`src/hdl/nbpu_host_regs.vh`:
```
// constants of the block protection host controller
`ifndef NBPU_HOST_REGS_VH
`define NBPU_HOST_REGS_VH
// command codes
`define NBPU_CMD_SET_FEAT    8'hef
`define NBPU_CMD_RESET       8'hff
`define NBPU_CMD_STATUS      8'h70
`define NBPU_CMD_UNLOCK_LO   8'h23
`define NBPU_CMD_UNLOCK_HI   8'h24
`define NBPU_CMD_LOCK_ALL    8'h2a
`define NBPU_CMD_LOCKDOWN    8'h2c
`define NBPU_CMD_PROT_READ   8'h7a
`define NBPU_CMD_PGM_SETUP   8'h80
`define NBPU_CMD_PGM_CONF    8'h10
`define NBPU_ENTRY0          8'h4c
`define NBPU_ENTRY1          8'h03
`define NBPU_ENTRY2          8'h1d
`define NBPU_ENTRY3          8'h41
// array operation mode feature register
`define NBPU_FEAT_ARRAY_MODE 8'h90
`define NBPU_AM_OTP_MODE     0
`define NBPU_AM_OTP_LOCK     1
`define NBPU_AM_MUST_ONE     3
`define NBPU_AM_ECC_SEL      4
`define NBPU_AM_RESET        8'h08
// fourth address cycle: bit 4 requests the lockdown form
`define NBPU_PBP_LOCKDOWN    4
// status byte of the protection read
`define NBPU_BLS_VLD         0
`define NBPU_BLS_VNLD        1
`define NBPU_BLS_VUNLK       2
`define NBPU_BLS_PUNLK       3
`define NBPU_BLS_PLD         4
// status register bits
`define NBPU_SR_FAIL         0
`define NBPU_SR_READY        6
// most permanent sequences allowed
`define NBPU_PBP_MAX         5'h10
// bus timing: each phase of a bus strobe lasts at least this many ns
`define NBPU_PHASE_NS        50
`define NBPU_CLK_NS          50
`define NBPU_PHASE_CYC ((`NBPU_PHASE_NS+`NBPU_CLK_NS-1)/`NBPU_CLK_NS)
`endif

```
`src/hdl/nbpu_host.v`:
```
// host controller for nand block protection and array mode
`timescale 1ns/1ps
`include "nbpu_host_regs.vh"
// Operation
// - every array mode write drives bit 3 as one
// - protection enable held high during every volatile command
// - unlock lower then unlock upper define the unprotected range
// - unlock address is three cycles with block bits spread
// - write protect and protection enable high before lockdown
// - permanent sequence: entry, 80h, five addresses, 10h, poll, ffh
// - at most sixteen permanent sequences in total
// - no reset while a permanent program is busy
// - status read takes three address cycles and returns one byte
module nbpu_host (
  // clock and reset
  input  wire        clk,
  input  wire        rst,
  // user orders: 0 set mode, 1 unlock, 2 lock all, 3 lockdown,
  // 4 permanent protect, 5 status read, 6 reset
  input  wire        op_valid,
  output wire        op_ready,
  input  wire [2:0]  op_code,
  input  wire [11:0] op_lower_block,
  input  wire [11:0] op_upper_block,
  input  wire        op_invert,
  input  wire [3:0]  op_group,
  input  wire        op_group_lockdown,
  input  wire        op_otp_mode,
  input  wire        op_otp_lock,
  input  wire        op_ecc_sel,
  output reg         done_reg,
  output reg         refused_reg,
  output reg  [7:0]  result_reg,
  output reg  [4:0]  pbp_count_reg,
  // nand pins
  output wire        cle,
  output wire        ale,
  output wire        ce_n,
  output wire        we_n,
  output wire        re_n,
  output wire        wp_n,
  output wire        protection_enable_input,
  output wire [7:0]  io_out,
  output wire        io_oe,
  input  wire [7:0]  io_in,
  input  wire        ready_busy_output
);
  localparam S_IDLE = 2'd0;
  localparam S_RUN  = 2'd1;
  localparam S_WAIT = 2'd2;
  localparam S_POLL = 2'd3;

  reg  [1:0]  state_reg;
  reg  [4:0]  step_reg;
  reg  [4:0]  last_reg;
  reg  [2:0]  code_reg;
  reg  [11:0] lo_reg;
  reg  [11:0] hi_reg;
  reg         inv_reg;
  reg  [7:0]  mode_reg;
  reg  [3:0]  grp_reg;
  reg         grp_ld_reg;
  reg         vld_reg;
  reg         pld_reg;
  reg         rb_s1_reg;
  reg         rb_s2_reg;
  reg         started_reg;
  reg  [1:0]  kind;
  reg  [7:0]  wdata;
  wire        cyc_done;
  wire [7:0]  cyc_rdata;

  // byte cycles of the unlock and status read address
  function [7:0] blk_addr;
    input [11:0] b;
    input [1:0]  idx;
    input        inv;
    begin
      case (idx)
        2'd0:    blk_addr = {b[1:0], 5'h00, inv};
        2'd1:    blk_addr = b[9:2];
        default: blk_addr = {6'h00, b[11:10]};
      endcase
    end
  endfunction

  assign op_ready = (state_reg == S_IDLE);
  assign ce_n = 1'b0;
  assign wp_n = 1'b1;
  assign protection_enable_input = 1'b1;

  ////////////////////////////////////////////////////////////////////////
  // step table: kind and byte for each step of the current order
  always @* begin
    kind  = 2'd0;
    wdata = 8'h00;
    case (code_reg)
      3'd0: begin
        case (step_reg)
          5'd0: wdata = `NBPU_CMD_SET_FEAT;
          5'd1: begin kind = 2'd1; wdata = `NBPU_FEAT_ARRAY_MODE; end
          5'd2: begin kind = 2'd2; wdata = mode_reg; end
          default: begin kind = 2'd2; wdata = 8'h00; end
        endcase
      end
      3'd1: begin
        case (step_reg)
          5'd0: wdata = `NBPU_CMD_UNLOCK_LO;
          5'd1, 5'd2, 5'd3: begin
            kind  = 2'd1;
            wdata = blk_addr(lo_reg, step_reg[1:0] - 2'd1, 1'b0);
          end
          5'd4: wdata = `NBPU_CMD_UNLOCK_HI;
          default: begin
            kind  = 2'd1;
            wdata = blk_addr(hi_reg, step_reg[1:0] - 2'd1, inv_reg);
          end
        endcase
      end
      3'd2: wdata = `NBPU_CMD_LOCK_ALL;
      3'd3: wdata = `NBPU_CMD_LOCKDOWN;
      3'd4: begin
        case (step_reg)
          5'd0: wdata = `NBPU_ENTRY0;
          5'd1: wdata = `NBPU_ENTRY1;
          5'd2: wdata = `NBPU_ENTRY2;
          5'd3: wdata = `NBPU_ENTRY3;
          5'd4: wdata = `NBPU_CMD_PGM_SETUP;
          5'd8: begin
            kind  = 2'd1;
            wdata = {3'h0, grp_ld_reg, grp_reg};
          end
          5'd5, 5'd6, 5'd7, 5'd9: kind = 2'd1;
          5'd10: wdata = `NBPU_CMD_PGM_CONF;
          5'd11: wdata = `NBPU_CMD_STATUS;
          5'd12: kind = 2'd3;
          default: wdata = `NBPU_CMD_RESET;
        endcase
      end
      3'd5: begin
        case (step_reg)
          5'd0: wdata = `NBPU_CMD_PROT_READ;
          5'd1, 5'd2, 5'd3: begin
            kind  = 2'd1;
            wdata = blk_addr(lo_reg, step_reg[1:0] - 2'd1, 1'b0);
          end
          default: kind = 2'd3;
        endcase
      end
      default: wdata = `NBPU_CMD_RESET;
    endcase
  end

  nbpu_bus_cycle u_cycle (
    .clk       (clk),
    .rst       (rst),
    .start     (state_reg == S_RUN),
    .kind      (kind),
    .wdata     (wdata),
    .done      (cyc_done),
    .rdata_reg (cyc_rdata),
    .cle       (cle),
    .ale       (ale),
    .we_n      (we_n),
    .re_n      (re_n),
    .io_out    (io_out),
    .io_oe     (io_oe),
    .io_in     (io_in)
  );

  always @(posedge clk or posedge rst) begin
    if (rst) begin
      rb_s1_reg <= 1'b1;
      rb_s2_reg <= 1'b1;
    end else begin
      rb_s1_reg <= ready_busy_output;
      rb_s2_reg <= rb_s1_reg;
    end
  end

  ////////////////////////////////////////////////////////////////////////
  // order sequencer
  always @(posedge clk or posedge rst) begin
    if (rst) begin
      state_reg     <= S_IDLE;
      step_reg      <= 5'h00;
      last_reg      <= 5'h00;
      code_reg      <= 3'd0;
      lo_reg        <= 12'h000;
      hi_reg        <= 12'h000;
      inv_reg       <= 1'b0;
      mode_reg      <= `NBPU_AM_RESET;
      grp_reg       <= 4'h0;
      grp_ld_reg    <= 1'b0;
      vld_reg       <= 1'b0;
      pld_reg       <= 1'b0;
      started_reg   <= 1'b0;
      done_reg      <= 1'b0;
      refused_reg   <= 1'b0;
      result_reg    <= 8'h00;
      pbp_count_reg <= 5'h00;
    end else begin
      done_reg    <= 1'b0;
      refused_reg <= 1'b0;
      case (state_reg)
        S_IDLE: begin
          if (op_valid) begin
            code_reg <= op_code;
            lo_reg   <= op_lower_block;
            hi_reg   <= op_upper_block;
            inv_reg  <= op_invert;
            grp_reg  <= op_group;
            grp_ld_reg <= op_group_lockdown;
            step_reg <= 5'h00;
            if (op_code == 3'd0)
              mode_reg <= {3'h0, op_ecc_sel, 1'b1, 1'b0,
                           op_otp_lock & op_otp_mode,
                           op_otp_mode};
            case (op_code)
              3'd0: last_reg <= 5'd5;
              3'd1: last_reg <= 5'd7;
              3'd4: last_reg <= 5'd13;
              3'd5: last_reg <= 5'd4;
              default: last_reg <= 5'd0;
            endcase
            // volatile orders pointless once locked down, and the
            // permanent budget is sixteen attempts at most
            if ((vld_reg && (op_code == 3'd1 || op_code == 3'd2 ||
                             op_code == 3'd3)) ||
                (op_code == 3'd4 && (pld_reg ||
                 pbp_count_reg == `NBPU_PBP_MAX))) begin
              refused_reg <= 1'b1;
              done_reg    <= 1'b1;
            end else begin
              if (op_code == 3'd3)
                vld_reg <= 1'b1;
              if (op_code == 3'd4) begin
                pbp_count_reg <= pbp_count_reg + 5'h01;
                if (op_group_lockdown)
                  pld_reg <= 1'b1;
              end
              state_reg <= S_RUN;
            end
          end
        end
        S_RUN: state_reg <= S_WAIT;
        S_WAIT: begin
          if (cyc_done) begin
            if (kind == 2'd3)
              result_reg <= cyc_rdata;
            if (code_reg == 3'd4 && step_reg == 5'd11) begin
              started_reg <= 1'b0;
              state_reg   <= S_POLL;
            end else if (step_reg == last_reg) begin
              done_reg  <= 1'b1;
              state_reg <= S_IDLE;
            end else begin
              step_reg  <= step_reg + 5'h01;
              state_reg <= S_RUN;
            end
          end
        end
        S_POLL: begin
          // no reset until the device drops busy, then read status
          if (!rb_s2_reg)
            started_reg <= 1'b1;
          if (rb_s2_reg && started_reg) begin
            step_reg  <= 5'd12;
            state_reg <= S_RUN;
          end
        end
        default: state_reg <= S_IDLE;
      endcase
    end
  end
endmodule

```
`src/hdl/nbpu_bus_cycle.v`:
```
// one command, address, write or read cycle on the nand bus
`timescale 1ns/1ps
`include "nbpu_host_regs.vh"
module nbpu_bus_cycle (
  // clock and reset
  input  wire       clk,
  input  wire       rst,
  // request
  input  wire       start,
  input  wire [1:0] kind,
  input  wire [7:0] wdata,
  output wire       done,
  output reg  [7:0] rdata_reg,
  // nand pins
  output reg        cle,
  output reg        ale,
  output reg        we_n,
  output reg        re_n,
  output reg  [7:0] io_out,
  output reg        io_oe,
  input  wire [7:0] io_in
);
  // kind: 0 command, 1 address, 2 data write, 3 data read
  localparam PH = `NBPU_PHASE_CYC;
  reg [1:0] ph_reg;
  reg [3:0] cnt_reg;
  reg [7:0] in_s1_reg;
  reg [7:0] in_s2_reg;

  assign done = (ph_reg == 2'd3);

  always @(posedge clk or posedge rst) begin
    if (rst) begin
      in_s1_reg <= 8'h00;
      in_s2_reg <= 8'h00;
    end else begin
      in_s1_reg <= io_in;
      in_s2_reg <= in_s1_reg;
    end
  end

  ////////////////////////////////////////////////////////////////////////
  // setup phase, strobe low phase, release phase, done
  always @(posedge clk or posedge rst) begin
    if (rst) begin
      ph_reg    <= 2'd0;
      cnt_reg   <= 4'h0;
      cle       <= 1'b0;
      ale       <= 1'b0;
      we_n      <= 1'b1;
      re_n      <= 1'b1;
      io_out    <= 8'h00;
      io_oe     <= 1'b0;
      rdata_reg <= 8'h00;
    end else begin
      case (ph_reg)
        2'd0: begin
          if (start) begin
            cle     <= (kind == 2'd0);
            ale     <= (kind == 2'd1);
            io_out  <= wdata;
            io_oe   <= (kind != 2'd3);
            ph_reg  <= 2'd1;
            cnt_reg <= PH[3:0];
          end
        end
        2'd1: begin
          if (cnt_reg == 4'h0) begin
            we_n    <= (kind == 2'd3);
            re_n    <= (kind != 2'd3);
            ph_reg  <= 2'd2;
            cnt_reg <= PH[3:0] + 4'h2;
          end else
            cnt_reg <= cnt_reg - 4'h1;
        end
        2'd2: begin
          // read sampled late so the two-stage synchroniser has settled
          if (cnt_reg == 4'h0) begin
            if (kind == 2'd3)
              rdata_reg <= in_s2_reg;
            we_n   <= 1'b1;
            re_n   <= 1'b1;
            ph_reg <= 2'd3;
          end else
            cnt_reg <= cnt_reg - 4'h1;
        end
        2'd3: begin
          cle    <= 1'b0;
          ale    <= 1'b0;
          io_oe  <= 1'b0;
          ph_reg <= 2'd0;
        end
        default: ph_reg <= 2'd0;
      endcase
    end
  end
endmodule

```
`config.mk`:
```
export PLATFORM = sky130hd
export DESIGN_NAME = nbpu_host
export DESIGN_NICKNAME = d
export VERILOG_FILES = /design/src/hdl/nbpu_host.v /design/src/hdl/nbpu_bus_cycle.v
export VERILOG_INCLUDE_DIRS = /design/src /design/src/hdl
export SDC_FILE = /design/constraint.sdc
export NUM_CORES = 1
export LEC_CHECK = 0
export BUFFER_PORTS_ARGS = -buffer_cell sky130_fd_sc_hd__buf_2
export CAP_MARGIN = 20
export CORE_ASPECT_RATIO = 1.75
export CORE_MARGIN = 2
export CORE_UTILIZATION = 60
export CTS_CLUSTER_DIAMETER = 80
export DETAILED_ROUTE_END_ITERATION = 7
export GPL_ROUTABILITY_DRIVEN = 1
export PLACE_DENSITY = 0.92
export SLEW_MARGIN = 20
export SYNTH_ARGS = -nofsm -noshare
export SYNTH_HDL_FRONTEND = slang
export SYNTH_SLANG_ARGS = --single-unit
```
`constraint.sdc`:
```
create_clock -name clk -period 5.1 [get_ports clk]
set_clock_uncertainty 0.2 [all_clocks]
set_input_delay 0.255 -clock clk [delete_from_list [all_inputs] [get_ports clk]]
set_output_delay 0.255 -clock clk [all_outputs]
set_load 0.03 [all_outputs]
```
==> impl_metrics.toml <==
[grt]
grt_max_degree = 61
overflow = 0
grt.busiest_layer = "met2"
grt.met3_usage = 0.04808
use_met2 = 0.5128
grt_use_met1 = 0.2845
antenna_found_initial = 0
grt_pass1_vias = 4396
track_usage = 0.2771
grt_pass1_wl_mm = 21.40

[setup_path]
setup.worst_path.class = "reg -> reg"
start_kind = "flop"
slowest_delay_ns = 0.53
crit_slowest_cell = "nor3_2"
arrival_ns = 3.17
required_ns = 5.14
crit_chain = "inv_1, ha_1, nor3_2, a311oi_1, or3_1, and4_4, mux2_4"
cp-end-kind = "flop"
cp_max_fo = 19

[floorplan]
die_y_um = 130.9
fp.dieW_um = 76.50
io_pins = 80
die_area_um2 = 10010
row_count = 46
core_area_um2 = 8979
initial_core_util = 0.6147

[finish]
final_net_count = 664
post-route-util = 0.7460
antenna_cells = 0
layout_commonest_cell = "dfrtp_1"
drive_gt1_frac = 0.2765
fin_cells = 724
area_growth_pct = 21.36
postLayoutCellArea_um2 = 6698
final_cell_mix = "dfrtp_1 (106), buf_2 (76), dlygate4sd3_1 (46)"

[routing]
drt_iter0_markers = 253
ant_nets = 0
drt-wirelength-per-cell_um = 18.61
wl_mm = 13.47
vias = 4353
drtPass1Iterations = 4
drc = 0
via_per_inst = 6.012

[logic_synthesis]
ys_seq_area_frac = 0.4997
syn_area_per_cell_um2 = 11.22
synth_seq_cells = 110
yosysUniqueCellTypes = 71
synthArstFlopShare = 1.000
syn_inst = 492
yosys_warnings = 0
syn_area_um2 = 5519
synth_edf_count = 0
synthFlopType = "dfrtp_1"

[outcome]
status = "completed"

[timing]
period_minus_slack_ns = 3.136
rsz0062_at_grt = "no"
fin_crit_sh = 0.6149
slew_viol_final = 0
timing.hold.ws_ns = 0.02475
hold_viol_final = 0
setup_ws_ns = 1.964
setup_tns_ns = 0
tightest_slew_ns = 0.8908
timing.fmax_mhz = 318.9
final-setup-viol-count = 0
slew_headroom = 0.3980

[placement]
post-place-ws_ns = 2.032
dp_cells = 662
dp_hpwl_mm = 9.283
gp_congestion = 0.9539
dpl-instance-area_um2 = 5911
io_buffers = 76

[clock_network]
clock_sinks = 110
worstSkewPairLatency_ns = 0.36
numCtsBuffers = 9
cts_tree = "done"
ctsLongestPathBuffers = 2
htreeDepth = 3
cts_root_buf = "clkbuf_16"
clkSlewWorstSetupHoldPaths_ns = 0.08
ctsResizeCount = 0

[power]
p_sw_mw = 1.534
p_seq_frac = 0.390
power_density_nw_per_um2 = 560.2
p_total_mw = 3.752
switching_share = 0.4088
comb_power_share = 0.413
p_leak_nw = 3.069
p_int_mw = 2.218
worst_ir_drop_vdd_mv = 0.3712
pwr-share-clk = 0.197

[run]
cap_violations = 0

[min_path]
hold_class = "in -> reg"
## power groups by stage
stage                     clock [mW]  sequential [mW]  combinational [mW]
after floorplan                    0             1.43                1.13
after global placement             0             1.45                1.43
after detailed placement           0             1.47                1.48
after CTS                      0.751             1.45                1.53
after global routing           0.787             1.49                1.68
final                          0.739             1.46                1.55
## Yosys cell counts, types with 3 or more instances
cell type | instances | area [um^2]
dfrtp_1 | 106 | 2653
mux2_2 | 44 | 495.5
nor2_1 | 33 | 123.9
nand2_1 | 24 | 90.09
o21ai_0 | 22 | 110.1
inv_1 | 20 | 75.07
a21oi_1 | 17 | 85.08
ha_1 | 17 | 212.7
clkbuf_1 | 15 | 56.30
nand3_1 | 10 | 50.05
nor3_1 | 9 | 45.04
a22oi_1 | 8 | 60.06
mux2_4 | 8 | 120.1
xnor2_1 | 8 | 70.07
nand4_1 | 7 | 43.79
nor4_1 | 7 | 43.79
a211oi_1 | 6 | 45.04
a31oi_1 | 6 | 37.54
nand2b_1 | 6 | 37.54
or3_1 | 6 | 37.54
a21o_1 | 5 | 37.54
buf_2 | 5 | 25.02
buf_4 | 5 | 37.54
nor2b_1 | 5 | 31.28
buf_6 | 4 | 45.04
dfstp_2 | 4 | 105.1
mux2i_1 | 4 | 40.04
nand3b_1 | 4 | 30.03
nor3b_1 | 4 | 30.03
o22a_1 | 4 | 35.03
or2_2 | 4 | 25.02
and2_1 | 3 | 18.77
and3b_1 | 3 | 26.28
o22ai_1 | 3 | 18.77
o31ai_1 | 3 | 22.52
o32a_1 | 3 | 30.03
o32ai_1 | 3 | 26.28
o41ai_1 | 3 | 26.28
or3b_1 | 3 | 26.28
## worst paths after layout
kind                                      start                    to  slack, ns  cells past startpoint
min                                    op_valid           last_reg[3]       0.02                      3
max                                 step_reg[0]  u_cycle.rdata_reg[2]       1.96                      7
min in group asynchronous                   rst           last_reg[3]       0.32                      3
max in group asynchronous                   rst     u_cycle.io_out[6]       3.21                      4
min reg2reg                u_cycle.in_s1_reg[6]  u_cycle.in_s2_reg[6]       0.16                      0
max reg2reg                         step_reg[0]  u_cycle.rdata_reg[2]       1.96                      7
## what timing repair did
item	CTS	global route
hold endpoints to repair	96	0
buffers inserted	0	0
hold buffers	46	0
## final cells by class
type	instances	area [um^2]
clock buffer	9	225.2
clock inverter	7	101.3
fill	621	2281
inverter	20	77.57
multi-input combinational	333	2522
sequential	110	2758
tap	120	150.1
timing repair buffer	125	863.3
## cells by family (layout without fill, tap and decap cells)
kind of cell               Yosys count  after routing  share of synthesized area
buffers and inverters               50            161                    0.04398
AOI/OAI and AO/OA                  103            103                     0.1281
xor gates and xnor gates             8              8                    0.01270
adders and majority gates           17             17                    0.03854
muxes                               56             56                     0.1188
and+or+nand+nor                    146            146                     0.1569
DFF                                110            110                     0.4997
other                                2              3                   0.001361
## critical path: cells and delay by family, from the launching register on
family | cells | cell delay [ns]
mux | 1 | 0.31
compound gates | 1 | 0.16
simple gates | 3 | 1.30
flops | 1 | 0.46
buf+inv | 1 | 0.12
fa+ha+maj | 1 | 0.46
## metal layers
metal	vias up	routed length, um
li1	2003	-
met4	0	760
met5	-	0
met1	2148	4850
met3	49	539
met2	153	7324
(Power assumes the default switching activity.)
